==> config.mk <==
export PLATFORM = sky130hd
export DESIGN_NAME = ftc_core
export DESIGN_NICKNAME = d
export VERILOG_FILES = /design/src/rtl/ftc_top_note_unused.sv /design/src/rtl/ftc_pkg.sv /design/src/rtl/ftc_prescaler.sv /design/src/rtl/ftc_core.sv
export VERILOG_INCLUDE_DIRS = /design/src /design/src/rtl
export SDC_FILE = /design/constraint.sdc
export NUM_CORES = 1
export LEC_CHECK = 0
export BUFFER_PORTS_ARGS = -buffer_cell sky130_fd_sc_hd__buf_2
export CELL_PAD_IN_SITES_DETAIL_PLACEMENT = 1
export CELL_PAD_IN_SITES_GLOBAL_PLACEMENT = 2
export CORE_ASPECT_RATIO = 0.6
export CORE_MARGIN = 2
export CORE_UTILIZATION = 38
export DETAILED_ROUTE_END_ITERATION = 8
export GPL_TIMING_DRIVEN = 0
export MAX_ROUTING_LAYER = met4
export PLACE_DENSITY_LB_ADDON = 0.1
export SYNTH_ARGS = -nofsm -noshare
export SYNTH_HDL_FRONTEND = slang
export SYNTH_SLANG_ARGS = --single-unit
==> constraint.sdc <==
create_clock -name i_clk -period 3.45 [get_ports i_clk]
set_clock_uncertainty 0.1 [all_clocks]
set_input_delay 0.345 -clock i_clk [delete_from_list [all_inputs] [get_ports i_clk]]
set_output_delay 0.345 -clock i_clk [all_outputs]
set_load 0.005 [all_outputs]
==> src/rtl/ftc_params.svh <==
/*
  constants for the flash timing and configuration block: register
  indices, reset values, field positions and counter widths.
  assumes inclusion by the prescaler, the core and the testbench, after the package.

// Summary of operation
// start delay register, reset 18h, waits count plus one prescaler ticks.
// transition register, reset 30h, waits count plus one prescaler ticks.
// program pulse lasts eight times count plus one ticks; reset 16h.
// page erase pulse lasts 4096 times count plus one ticks; reset 04h.
// module erase pulse lasts 4096 times count plus one ticks; reset EAh.
// end delay after program or erase is count plus one ticks; reset 18h.
// module end delay is eight times count plus one ticks; reset 3Ch.
// recovery delay between accesses is count plus one ticks; reset 04h.
// software never writes timing registers while the busy flag is set.
// timing defaults load at reset only when the flash array is idle.
// function word from information block 0 is captured at reset, read only.
// function word bit 0 low forces the usb transceiver into low power.
// protection word from information block 1 is captured at reset, read only.
// every auto-read register has a second-bus mirror with identical value.
// code start address: bits 12:9 inverted boot field, the rest zero.
// code start address is presented to the processor as reset branch offset.
// prescaler divides system clock by divider plus one, giving the tick.
// busy flag stays set for the whole program or erase operation.
// phases run start, transition, pulse, end or module end, recovery, idle.
// each phase counter reloads at phase start, decrements once per tick.
*/
`ifndef FTC_PARAMS_SVH
`define FTC_PARAMS_SVH

// register indices on the cpu register port
`define FTC_IDX_START 5'h00
`define FTC_IDX_TRAN 5'h01
`define FTC_IDX_PROG 5'h02
`define FTC_IDX_PERASE 5'h03
`define FTC_IDX_MERASE 5'h04
`define FTC_IDX_END 5'h05
`define FTC_IDX_MEND 5'h06
`define FTC_IDX_RCV 5'h07
`define FTC_IDX_PRESCALE 5'h08
`define FTC_IDX_FUNC 5'h10
`define FTC_IDX_PROT 5'h11
`define FTC_IDX_CODE 5'h12

// reset values
`define FTC_RST_START 8'h18
`define FTC_RST_TRAN 8'h30
`define FTC_RST_PROG 8'h16
`define FTC_RST_PERASE 8'h04
`define FTC_RST_MERASE 8'hEA
`define FTC_RST_END 8'h18
`define FTC_RST_MEND 8'h3C
`define FTC_RST_RCV 8'h04
`define FTC_RST_PRESCALE 5'h04

// widths and field positions
`define FTC_NUM_TIMING 8
`define FTC_CNT_W 20
`define FTC_DIV_W 5
`define FTC_USB_EN_BIT 0
`define FTC_BOOT_LSB 0
`define FTC_BOOT_W 4
`define FTC_CODE_ADDR_LSB 9

`endif

==> src/rtl/ftc_top_note_unused.sv <==
`timescale 1ns/1ns
`default_nettype none
`default_nettype wire

==> src/rtl/ftc_pkg.sv <==
/*
  types of the flash timing and configuration block.
  assumes nothing of its surroundings.
*/
package ftc_pkg;

  typedef enum logic [1:0] {
    FTC_OP_PROGRAM,
    FTC_OP_PAGE_ERASE,
    FTC_OP_MODULE_ERASE,
    FTC_OP_NONE
  } ftc_op_t;

  typedef enum logic [2:0] {
    FTC_ST_IDLE,
    FTC_ST_START,
    FTC_ST_TRAN,
    FTC_ST_PULSE,
    FTC_ST_END,
    FTC_ST_MEND,
    FTC_ST_RCV
  } ftc_state_t;

endpackage

==> src/rtl/ftc_prescaler.sv <==
/*
  flash prescaler: divides the system clock into a one-cycle tick.
  assumes a divider value held stable while the flash is busy.
*/
`timescale 1ns/1ns
`default_nettype none
`include "ftc_params.svh"

module ftc_prescaler (
  // clock and reset
  input wire logic i_clk,
  input wire logic i_srst,
  // divider setting
  input wire logic [`FTC_DIV_W-1:0] i_divider,
  // tick out
  output logic o_tick
);

  logic [`FTC_DIV_W-1:0] div_cnt_reg;
  logic [`FTC_DIV_W-1:0] div_cnt_next;

  // divide by divider plus one
  always_comb begin
    if (div_cnt_reg == '0) begin
      div_cnt_next = i_divider;
    end else begin
      div_cnt_next = div_cnt_reg - `FTC_DIV_W'(1);
    end
  end

  always_ff @(posedge i_clk) begin
    if (i_srst) begin
      div_cnt_reg <= '0;
    end else begin
      div_cnt_reg <= div_cnt_next;
    end
  end

  assign o_tick = (div_cnt_reg == '0) && !i_srst;

  tick_spacing_a: assert property (
    @(posedge i_clk) disable iff (i_srst)
    (o_tick && i_divider == `FTC_DIV_W'(1) && $stable(i_divider)) |=> !o_tick ##1 o_tick)
    else $error("prescaler tick spacing wrong");

endmodule
`default_nettype wire

==> src/rtl/ftc_core.sv <==
/*
  flash timing and configuration core: timing reload registers, auto-read
  copies of information block words, and the program/erase phase sequencer.
  assumes a single-cycle cpu register port, a second-bus read port for the
  mirrors, and information block words valid while reset is held.
*/
`timescale 1ns/1ns
`default_nettype none
`include "ftc_params.svh"

module ftc_core (
  // clock and reset
  input wire logic i_clk,
  input wire logic i_srst,
  // flash array state at reset
  input wire logic i_array_idle,
  // information block words
  input wire logic [15:0] i_info_function_word,
  input wire logic [15:0] i_info_protection_word,
  // cpu register port
  input wire logic i_reg_wr,
  input wire logic i_reg_rd,
  input wire logic [4:0] i_reg_addr,
  input wire logic [7:0] i_reg_wdata,
  output logic [15:0] o_reg_rdata,
  // second-bus mirror read port
  input wire logic i_mir_rd,
  input wire logic [4:0] i_mir_addr,
  output logic [15:0] o_mir_rdata,
  // operation request
  input wire logic i_op_start,
  input wire ftc_pkg::ftc_op_t i_op_kind,
  // sequencer status
  output logic o_flash_busy_flag,
  output logic o_pulse_active,
  output ftc_pkg::ftc_op_t o_pulse_kind,
  // usb transceiver power
  input wire logic i_usb_ctrl_lowpower,
  output logic o_usb_xcvr_lowpower,
  // reset branch displacement
  output logic [15:0] o_code_area_addr
);

  function automatic logic [7:0] timing_reset(input int idx);
    case (idx)
      0: timing_reset = `FTC_RST_START;
      1: timing_reset = `FTC_RST_TRAN;
      2: timing_reset = `FTC_RST_PROG;
      3: timing_reset = `FTC_RST_PERASE;
      4: timing_reset = `FTC_RST_MERASE;
      5: timing_reset = `FTC_RST_END;
      6: timing_reset = `FTC_RST_MEND;
      default: timing_reset = `FTC_RST_RCV;
    endcase
  endfunction

  // decode of the three auto-read registers, shared by both read ports
  function automatic logic [15:0] auto_read(input logic [4:0] addr, input logic [15:0] func,
                                            input logic [15:0] prot, input logic [15:0] code);
    case (addr)
      `FTC_IDX_FUNC: auto_read = func;
      `FTC_IDX_PROT: auto_read = prot;
      `FTC_IDX_CODE: auto_read = code;
      default: auto_read = 16'h0000;
    endcase
  endfunction

  logic [7:0] timing_reg [0:`FTC_NUM_TIMING-1];
  logic [7:0] timing_next [0:`FTC_NUM_TIMING-1];
  logic [`FTC_DIV_W-1:0] prescale_reg;
  logic [`FTC_DIV_W-1:0] prescale_next;
  logic [15:0] func_word_reg;
  logic [15:0] prot_word_reg;
  logic [15:0] code_addr_reg;
  logic [15:0] func_word_next;
  logic [15:0] prot_word_next;
  logic [15:0] code_addr_next;
  logic [15:0] rdata_reg;
  logic [15:0] rdata_next;
  logic [15:0] mir_rdata_reg;
  logic [15:0] mir_rdata_next;
  ftc_pkg::ftc_state_t state_reg;
  ftc_pkg::ftc_state_t state_next;
  ftc_pkg::ftc_op_t kind_reg;
  ftc_pkg::ftc_op_t kind_next;
  logic [`FTC_CNT_W-1:0] cnt_reg;
  logic [`FTC_CNT_W-1:0] cnt_next;
  logic tick;
  logic expire;

  ftc_prescaler u_prescaler (
    .i_clk(i_clk),
    .i_srst(i_srst),
    .i_divider(prescale_reg),
    .o_tick(tick)
  );

  // timing reload registers; busy writes not blocked, software keeps off them, saving the interlock
  genvar gi;
  generate
    for (gi = 0; gi < `FTC_NUM_TIMING; gi++) begin : g_timing
      always_comb begin
        timing_next[gi] = timing_reg[gi];
        // defaults only if array idle
        if (i_srst) begin
          if (i_array_idle) begin
            timing_next[gi] = timing_reset(gi);
          end
        // software avoids busy writes
        end else if (i_reg_wr && i_reg_addr == 5'(gi)) begin
          timing_next[gi] = i_reg_wdata;
        end
      end
      always_ff @(posedge i_clk) begin
        timing_reg[gi] <= timing_next[gi];
      end
    end
  endgenerate

  always_comb begin
    prescale_next = prescale_reg;
    if (i_srst) begin
      if (i_array_idle) begin
        prescale_next = `FTC_RST_PRESCALE;
      end
    end else if (i_reg_wr && i_reg_addr == `FTC_IDX_PRESCALE) begin
      prescale_next = i_reg_wdata[`FTC_DIV_W-1:0];
    end
  end
  always_ff @(posedge i_clk) begin
    prescale_reg <= prescale_next;
  end

  // auto-read copies, captured on every cycle of reset, frozen after it
  always_comb begin
    func_word_next = func_word_reg;
    prot_word_next = prot_word_reg;
    code_addr_next = code_addr_reg;
    if (i_srst) begin
      // function word capture
      func_word_next = i_info_function_word;
      // protection word capture
      prot_word_next = i_info_protection_word;
      // inverted boot field
      code_addr_next = 16'h0000;
      code_addr_next[`FTC_CODE_ADDR_LSB +: `FTC_BOOT_W] = ~i_info_protection_word[`FTC_BOOT_LSB +: `FTC_BOOT_W];
    end
  end
  always_ff @(posedge i_clk) begin
    func_word_reg <= func_word_next;
    prot_word_reg <= prot_word_next;
    code_addr_reg <= code_addr_next;
  end

  // read ports; unmapped indices read zero
  always_comb begin
    rdata_next = rdata_reg;
    if (i_srst) begin
      rdata_next = 16'h0000;
    end else if (i_reg_rd) begin
      if (i_reg_addr < 5'(`FTC_NUM_TIMING)) begin
        rdata_next = {8'h00, timing_reg[i_reg_addr[2:0]]};
      end else if (i_reg_addr == `FTC_IDX_PRESCALE) begin
        rdata_next = {11'h000, prescale_reg};
      end else begin
        rdata_next = auto_read(i_reg_addr, func_word_reg, prot_word_reg, code_addr_reg);
      end
    end
  end

  // mirror returns same value
  always_comb begin
    mir_rdata_next = mir_rdata_reg;
    if (i_srst) begin
      mir_rdata_next = 16'h0000;
    end else if (i_mir_rd) begin
      mir_rdata_next = auto_read(i_mir_addr, func_word_reg, prot_word_reg, code_addr_reg);
    end
  end

  always_ff @(posedge i_clk) begin
    rdata_reg <= rdata_next;
    mir_rdata_reg <= mir_rdata_next;
  end

  assign expire = tick && (cnt_reg == '0);

  // phase sequencer
  always_comb begin
    state_next = state_reg;
    kind_next = kind_reg;
    cnt_next = cnt_reg;
    case (state_reg)
      ftc_pkg::FTC_ST_IDLE: begin
        if (i_op_start && i_op_kind != ftc_pkg::FTC_OP_NONE) begin
          // start delay load
          state_next = ftc_pkg::FTC_ST_START;
          kind_next = i_op_kind;
          cnt_next = `FTC_CNT_W'(timing_reg[0]);
        end
      end
      ftc_pkg::FTC_ST_START: begin
        if (expire) begin
          // transition delay load
          state_next = ftc_pkg::FTC_ST_TRAN;
          cnt_next = `FTC_CNT_W'(timing_reg[1]);
        end
      end
      ftc_pkg::FTC_ST_TRAN: begin
        if (expire) begin
          state_next = ftc_pkg::FTC_ST_PULSE;
          case (kind_reg)
            // eight ticks per step
            ftc_pkg::FTC_OP_PROGRAM: cnt_next = `FTC_CNT_W'({timing_reg[2], 3'h7});
            // page erase 4096 per step
            ftc_pkg::FTC_OP_PAGE_ERASE: cnt_next = {timing_reg[3], 12'hFFF};
            // module erase 4096 per step
            default: cnt_next = {timing_reg[4], 12'hFFF};
          endcase
        end
      end
      ftc_pkg::FTC_ST_PULSE: begin
        if (expire) begin
          if (kind_reg == ftc_pkg::FTC_OP_MODULE_ERASE) begin
            // module end delay load
            state_next = ftc_pkg::FTC_ST_MEND;
            cnt_next = `FTC_CNT_W'({timing_reg[6], 3'h7});
          end else begin
            // end delay load
            state_next = ftc_pkg::FTC_ST_END;
            cnt_next = `FTC_CNT_W'(timing_reg[5]);
          end
        end
      end
      ftc_pkg::FTC_ST_END, ftc_pkg::FTC_ST_MEND: begin
        if (expire) begin
          // recovery delay load
          state_next = ftc_pkg::FTC_ST_RCV;
          cnt_next = `FTC_CNT_W'(timing_reg[7]);
        end
      end
      ftc_pkg::FTC_ST_RCV: begin
        if (expire) begin
          // back to idle
          state_next = ftc_pkg::FTC_ST_IDLE;
          kind_next = ftc_pkg::FTC_OP_NONE;
        end
      end
      default: begin
        state_next = ftc_pkg::FTC_ST_IDLE;
      end
    endcase
    // one decrement per tick
    if (state_reg != ftc_pkg::FTC_ST_IDLE && tick && cnt_reg != '0) begin
      cnt_next = cnt_reg - `FTC_CNT_W'(1);
    end
  end

  always_ff @(posedge i_clk) begin
    if (i_srst) begin
      state_reg <= ftc_pkg::FTC_ST_IDLE;
      kind_reg <= ftc_pkg::FTC_OP_NONE;
      cnt_reg <= '0;
    end else begin
      state_reg <= state_next;
      kind_reg <= kind_next;
      cnt_reg <= cnt_next;
    end
  end

  // busy across all phases
  assign o_flash_busy_flag = (state_reg != ftc_pkg::FTC_ST_IDLE);
  assign o_pulse_active = (state_reg == ftc_pkg::FTC_ST_PULSE);
  assign o_pulse_kind = kind_reg;
  assign o_reg_rdata = rdata_reg;
  assign o_mir_rdata = mir_rdata_reg;
  // usb enable bit gates power
  assign o_usb_xcvr_lowpower = !func_word_reg[`FTC_USB_EN_BIT] || i_usb_ctrl_lowpower;
  // reset branch offset
  assign o_code_area_addr = code_addr_reg;

  start_accept_a: assert property (@(posedge i_clk) disable iff (i_srst)
    (!o_flash_busy_flag && i_op_start && i_op_kind != ftc_pkg::FTC_OP_NONE) |=> o_flash_busy_flag)
    else $error("busy not raised on start");
  start_load_a: assert property (@(posedge i_clk) disable iff (i_srst)
    (state_reg == ftc_pkg::FTC_ST_IDLE && i_op_start && i_op_kind != ftc_pkg::FTC_OP_NONE)
    |=> (state_reg == ftc_pkg::FTC_ST_START && cnt_reg == `FTC_CNT_W'($past(timing_reg[0]))))
    else $error("start delay not loaded");
  tran_load_a: assert property (@(posedge i_clk) disable iff (i_srst)
    (state_reg == ftc_pkg::FTC_ST_START && expire)
    |=> (state_reg == ftc_pkg::FTC_ST_TRAN && cnt_reg == `FTC_CNT_W'(timing_reg[1])))
    else $error("transition delay not loaded");
  prog_pulse_a: assert property (@(posedge i_clk) disable iff (i_srst)
    (state_reg == ftc_pkg::FTC_ST_TRAN && expire && kind_reg == ftc_pkg::FTC_OP_PROGRAM)
    |=> (o_pulse_active && cnt_reg == `FTC_CNT_W'({timing_reg[2], 3'h7})))
    else $error("program pulse length wrong");
  page_pulse_a: assert property (@(posedge i_clk) disable iff (i_srst)
    (state_reg == ftc_pkg::FTC_ST_TRAN && expire && kind_reg == ftc_pkg::FTC_OP_PAGE_ERASE)
    |=> (o_pulse_active && cnt_reg == {timing_reg[3], 12'hFFF}))
    else $error("page erase pulse length wrong");
  module_pulse_a: assert property (@(posedge i_clk) disable iff (i_srst)
    (state_reg == ftc_pkg::FTC_ST_TRAN && expire && kind_reg == ftc_pkg::FTC_OP_MODULE_ERASE)
    |=> (o_pulse_active && cnt_reg == {timing_reg[4], 12'hFFF}))
    else $error("module erase pulse length wrong");
  end_delay_a: assert property (@(posedge i_clk) disable iff (i_srst)
    (o_pulse_active && expire && kind_reg != ftc_pkg::FTC_OP_MODULE_ERASE)
    |=> (state_reg == ftc_pkg::FTC_ST_END && cnt_reg == `FTC_CNT_W'(timing_reg[5])))
    else $error("end delay not entered");
  mend_delay_a: assert property (@(posedge i_clk) disable iff (i_srst)
    (o_pulse_active && expire && kind_reg == ftc_pkg::FTC_OP_MODULE_ERASE)
    |=> (state_reg == ftc_pkg::FTC_ST_MEND && cnt_reg == `FTC_CNT_W'({timing_reg[6], 3'h7})))
    else $error("module end delay not entered");
  recovery_end_a: assert property (@(posedge i_clk) disable iff (i_srst)
    (state_reg == ftc_pkg::FTC_ST_RCV && expire) |=> (!o_flash_busy_flag ##1 1'b1))
    else $error("recovery did not end in idle");
  count_step_a: assert property (@(posedge i_clk) disable iff (i_srst)
    (o_flash_busy_flag && tick && cnt_reg != '0)
    |=> (cnt_reg == $past(cnt_reg) - `FTC_CNT_W'(1)))
    else $error("phase counter did not step");
  reset_keep_a: assert property (@(posedge i_clk)
    (i_srst && !i_array_idle) |=> (timing_reg[0] == $past(timing_reg[0])))
    else $error("timing register reloaded while array busy");
  usb_force_a: assert property (@(posedge i_clk) disable iff (i_srst)
    !func_word_reg[`FTC_USB_EN_BIT] |-> o_usb_xcvr_lowpower)
    else $error("usb transceiver not forced low power");
  mirror_same_a: assert property (@(posedge i_clk) disable iff (i_srst)
    (i_mir_rd && i_mir_addr == `FTC_IDX_FUNC) |=> (o_mir_rdata == func_word_reg))
    else $error("mirror differs from primary");
  code_fixed_a: assert property (@(posedge i_clk) disable iff (i_srst)
    (o_code_area_addr[8:0] == 9'h000 && o_code_area_addr[15:13] == 3'h0))
    else $error("code address fixed bits not zero");

endmodule
`default_nettype wire

=== Word-level counts from Yosys, hierarchy flattened ===
Memory sizes are Yosys's and may differ from the RTL's.
Cells that the tools add are included.

* Bits in registers: 103
* Bits in latches: 0
* Bits in writable memories: 64
* Memory bits (read-only): 0
* Logic and storage cells: 134
* Memories kept: 1

* Add/sub/neg operators: 2
* Multiply operators: 0
* Div/mod/pow operators: 0
* $lt $le $gt $ge: 1
* Equal/unequal tests: 35
* Shifts and indexed selects: 0
* Multiplexer cells: 52
* Bitwise operators: 1
* Reductions and logical operators: 32

{| class="wikitable"
|+ Memory list
! memory !! words !! width !! rd ports !! clocked after Yosys merged registers in !! wr ports !! line !! text
|-
| timing_reg || 8 || 8 || 9 || 0 || 8 || ftc_core.sv:68 || <nowiki>logic [7:0] timing_reg [0:`FTC_NUM_TIMING-1];</nowiki>
|}

{| class="wikitable"
|+ Operator list
! kind !! count
|-
| $mux 8 || 24
|-
| $mux 20 || 6
|-
| $pmux 20 s5 || 1
|-
| $pmux 16 s3 || 2
|-
| $pmux 20 s2 || 1
|-
| $mux 16 || 2
|-
| $eq 5x5->1 const B || 6
|-
| $eq 5x3->1 const B || 4
|-
| $logic_not 20->1 || 1
|-
| $mux 5 || 4
|-
| $reduce_bool 20->1 || 1
|-
| $sub 20x1->20 const B || 1
|-
| $mux 3 || 6
|-
| $pmux 3 s6 || 1
|-
| $logic_and 1x1->1 || 14
|-
| $ne 2x2->1 const B || 6
|-
| $ne 3x3->1 const B || 4
|-
| $reduce_and 6->1 || 2
|-
| $mux 11 || 1
|-
| $eq 5x2->1 const B || 2
|-
| $logic_not 5->1 || 2
|-
| $eq 3x3->1 const B || 3
|-
| $eq 3x2->1 const B || 2
|-
| $reduce_bool 6->1 || 1
|-
| other kinds (22) || 26
|}

=== Longest topological paths before layout ===
* Depth after elaboration: 6
* Gate-level depth with buffers: 11
* Depth with buffers taken out: 8

=== By module ===
Synthesis repeated with hierarchy kept, for this count alone.

* Cell total of the unflattened synthesis: 751
* Area, all modules: 8104.0 um^2

{| class="wikitable"
|+ By module, submodules not included
! module !! instances !! cells each !! area each (um^2) !! seq. area each (um^2)
|-
| ftc_core || 1 || 725 || 7872.6 || 4294.1
|-
| ftc_prescaler || 1 || 26 || 231.5 || 100.1
|}

=== Least setup slack after synthesis ===
OpenSTA, ideal clock, no wires.

* Path type: input-to-reg
* Start point: in i_reg_addr[1]
* End point: mem timing_reg[6][0], enable pin
* Arrival time: 2.098 ns
* Slack: 0.868 ns
* Cell stages on the path: 5
* Buffers on the path: 3
* Path through: clkbuf_1 -> clkbuf_1 -> clkbuf_1 -> nand2b_1 -> o21ai_0

{| class="wikitable"
|+ RTL lines
! what !! line !! text
|-
| start, declared || ftc_core.sv:23 || <nowiki>input wire logic [4:0] i_reg_addr,</nowiki>
|-
| end, declared || ftc_core.sv:68 ||
|}

=== Final worst setup path ===
* Start point: reg state_reg[0]
* End point: reg cnt_reg[19]

* Word-level cells in the longest chain between the ends: 5
* Elaborated cells on any way between the ends: 19
* Those cells by class: 10 x eq/ne; 2 x mux; 7 x reduce/logical

{| class="wikitable"
|+ Ends and longest elaborated chain
! what !! line !! text
|-
| start, declared || ftc_core.sv:82 || <nowiki>ftc_pkg::ftc_state_t state_reg;</nowiki>
|-
| start signal, assigned || ftc_core.sv:261 || <nowiki>state_reg <= ftc_pkg::FTC_ST_IDLE;</nowiki>
|-
| start signal, assigned || ftc_core.sv:265 || <nowiki>state_reg <= state_next;</nowiki>
|-
| $reduce_bool 3->1 || ftc_core.sv:254 || <nowiki>if (state_reg != ftc_pkg::FTC_ST_IDLE && tick && cnt_reg != '0) begin</nowiki>
|-
| $logic_and 1x1->1 (2 in series) || ftc_core.sv:254 ||
|-
| $ne 3x3->1 (no line), or another cell as far along || n/a ||
|-
| $reduce_and 6->1 (no line) || n/a ||
|-
| end signal, assigned || ftc_core.sv:267 || <nowiki>cnt_reg <= cnt_next;</nowiki>
|-
| end, declared || ftc_core.sv:86 || <nowiki>logic [`FTC_CNT_W-1:0] cnt_reg;</nowiki>
|}

Parallel ways exist; a longest one is shown, timed or not.
A chain may end at the register's enable or synchronous reset.

==> impl_metrics.toml <==
[outcome]
status = "finished, final reports clean"

[power_and_ir_drop]
p_sw_share_pct = 30.94
totalPowerFinal_mw = 5.367
seqPwrFrac_pct = 45.3
pwr-share-comb_pct = 20.2
cellInternalPower_mw = 3.707
powerDensity_nw_per_um2 = 535.9
clock_power_share_pct = 34.5
p_leak_nw = 3.684
p_switching_mw = 1.661
peakVddDrop_v = 0.0003868

[die]
core_area_um2 = 21080
die_area_um2 = 22830
io_pins = 113
start_util_pct = 38.92
num_rows = 41
die_h_um = 117.8
fp.dieW_um = 193.7

[cts]
numCtsBuffers = 17
clkTransAtPathRegs_ps = 70
clk_latency_ps = 430
cts_num_sinks = 167
clockBufferDepth = 2
cts-root-buf = "clkbuf_16"
cts_tree = "done"
post-cts-setup-buffer-count = 0
cts_resized = 0
cts_max_level = 4

[route]
vias = 6934
drc = 0
first_pass_iters = 5
drt_wl_total_um = 29550
wl_per_cell_um = 24.40
ant_nets = 0
drt-initial-drc-count = 496
viasPerCell = 5.726

[hold_path]
hold_class = "in2reg"

[sta]
setup_viol = 0
period_needed_ps = 3275
report.final.hold_viol_count = 0
timing.final.ws_setup_ps = 174.7
rsz0062_at_grt = "no"
final_min_period_over_clock_period_pct = 94.94
fmax_mhz = 305.3
slew_viol_final = 0
slew_headroom_pct = 12.69
worst_pin_slew_ps = 1300

[grt]
grt_pass1_vias = 6989
overflow = 0
antenna_found_initial = 1
grt_use_total_pct = 26.79
grt_pass1_wl_um = 44150
grt_max_degree = 38

[placement]
hpwl_um = 22190
port_buffers = 96
place_congestion = 0.9212
pre_cts_ws_ps = 111.1
dp_cells = 1147

[final_layout]
antenna_cells = 0
layout-drive-gt1-share_pct = 23.18
area_growth_pct = 22.03
largest_register_ffs = 64
fin_cells = 1211
nNetsFinal = 983
final_util_pct = 47.50

[setup_path]
cp_slowest_stage_delay_ps = 1050
crit_path_top_delay_cell = "nor3_1"
path_delay_family = "simple AND/OR/NAND/NOR gates"
path_buf_inv = 2
cp_cell_sequence = "clkbuf_1, nor3_1, nand2_1, o31ai_4, nor2_2, buf_2, o311ai_0, a21oi_1"
arrival_ps = 3470
cp_max_fo = 10
endpoint_kind = "flop"
setup.worst_path.class = "reg2reg"
crit_path_start_kind = "flop"
cp_data_required_time_ps = 3640

[yosys]
syn_area_per_cell_um2 = 10.90
synth_edf_count = 105
yosysMostFrequentCell = "edfxtp_1"
synth_top_area_share_pct = 38.42
ys.warnings.count = 0
syn_area_um2 = 8207
synthTopCellsByCount = "edfxtp_1 (105), nor2_1 (94), dfxtp_1 (62)"
synth_ff_type = "edfxtp_1"
ys_seq_elements = 167
ys_top_cells_by_area = "edfxtp_1 (38%), dfxtp_1 (15%), mux4_2 (4.9%)"
yosysTopAreaCell = "edfxtp_1"
synth.distinct_cells = 72
synthArstFlopShare_pct = 0
netlist_instances = 753
yosysSeqAreaShare_pct = 53.54

[job]
maxCapViolations = 0
[path summary, 6_finish.rpt]
kind / start / end / slack [ps] / depth (start not counted)
setup / recovery: state_reg[0]$_SDFFE_PP0P_ / cnt_reg[19]$_SDFFE_PP0P_ / 170 / 8
hold / removal: i_reg_wdata[6] / timing_reg[4][6]$_SDFFCE_PP1P_ / 100 / 2
setup reg to reg: state_reg[0]$_SDFFE_PP0P_ / cnt_reg[19]$_SDFFE_PP0P_ / 170 / 8
hold reg to reg: u_prescaler.div_cnt_reg[0]$_SDFF_PP0_ / u_prescaler.div_cnt_reg[0]$_SDFF_PP0_ / 390 / 1
[placed cells by master (no fill, tap or decap), types with 5 or more instances in the layout]
cell type	netlist	layout
edfxtp_1	105	105
o211ai_1	5	5
a21oi_1	51	51
o21ai_0	29	21
or3_1	8	8
a31oi_1	14	14
nand2_1	39	39
a211oi_1	10	10
a221oi_1	5	5
nand3_1	11	11
conb_1	1	12
nand2b_1	8	8
mux2_2	13	13
a22oi_1	22	22
dfxtp_1	62	62
o221ai_1	6	6
dlygate4sd3_1	0	32
nor3_1	20	20
nor4_1	6	6
or2_2	15	15
clkbuf_1	37	37
nor2b_1	26	26
inv_1	21	21
clkbuf_16	0	17
mux4_2	18	18
nor2_1	94	94
nand4_1	7	7
o21ai_1	2	10
mux2i_1	25	25
buf_2	4	100
buf_4	12	19
o22ai_1	5	5
[power groups by stage]
stage | clock network [mW] | registers (mW) | logic (mW)
after floorplan | 0 | 2.41 | 0.695
after global placement | 0 | 2.46 | 0.995
after detailed placement | 0 | 2.47 | 1.03
after CTS | 1.87 | 2.43 | 1.07
after global routing | 1.95 | 2.45 | 1.18
final | 1.85 | 2.43 | 1.08
[kinds of logic after synthesis]
family / synth area share [%]
buffers and inverters: 4.513
AOI/OAI and AO/OA: 14.68
other: 0.04569
DFF: 53.54
muxes: 9.773
and+or+nand+nor: 16.62
xor gates and xnor gates: 0.2135
adders and majority gates: 0.6099
[final cells by class]
class                   instances  area [um2]
plain buffers                  58       291.5
clock buffers                  17       425.4
clock inverters                15       127.6
fillers                      2312       11070
inverters                      21       78.83
multi-input cells             518        3483
flip-flops and latches        167        4394
well taps                     279       349.1
repair buffers                136       864.6
[layer usage]
metal	track usage (%)	vias to the layer above	wire length, um
met2	37.12	265	12320
met3	5.645	31	1902
met1	39.72	3501	14770
met5	-	-	0
met4	6.584	0	551
li1	-	3137	-
[stage by stage]
stage / hold WS, ps / area (um2) / setup TNS, ps
CTS: 2.497 / 10000 / 0
floorplan: 337.1 / 8248 / 0
global placement: 366.5 / 9077 / -13730
global route: 95.90 / 10010 / 0
finish: 102.9 / 10010 / 0
detailed placement: 382.6 / 9141 / 0
[worst reg2reg max path, stage by stage (launching register included)]
cell      delay, ps
dfxtp_1         300
clkbuf_1        240
nor3_1         1050
nand2_1         480
o31ai_4         240
nor2_2          180
buf_2           250
o311ai_0        150
a21oi_1         130
[what timing repair did]
action,4_1_cts,5_1_grt
endpoints found under the setup margin,0,0
hold endpoints to repair,31,1
hold buffers,31,1
No activity file was read; power rests on OpenSTA's default activity.
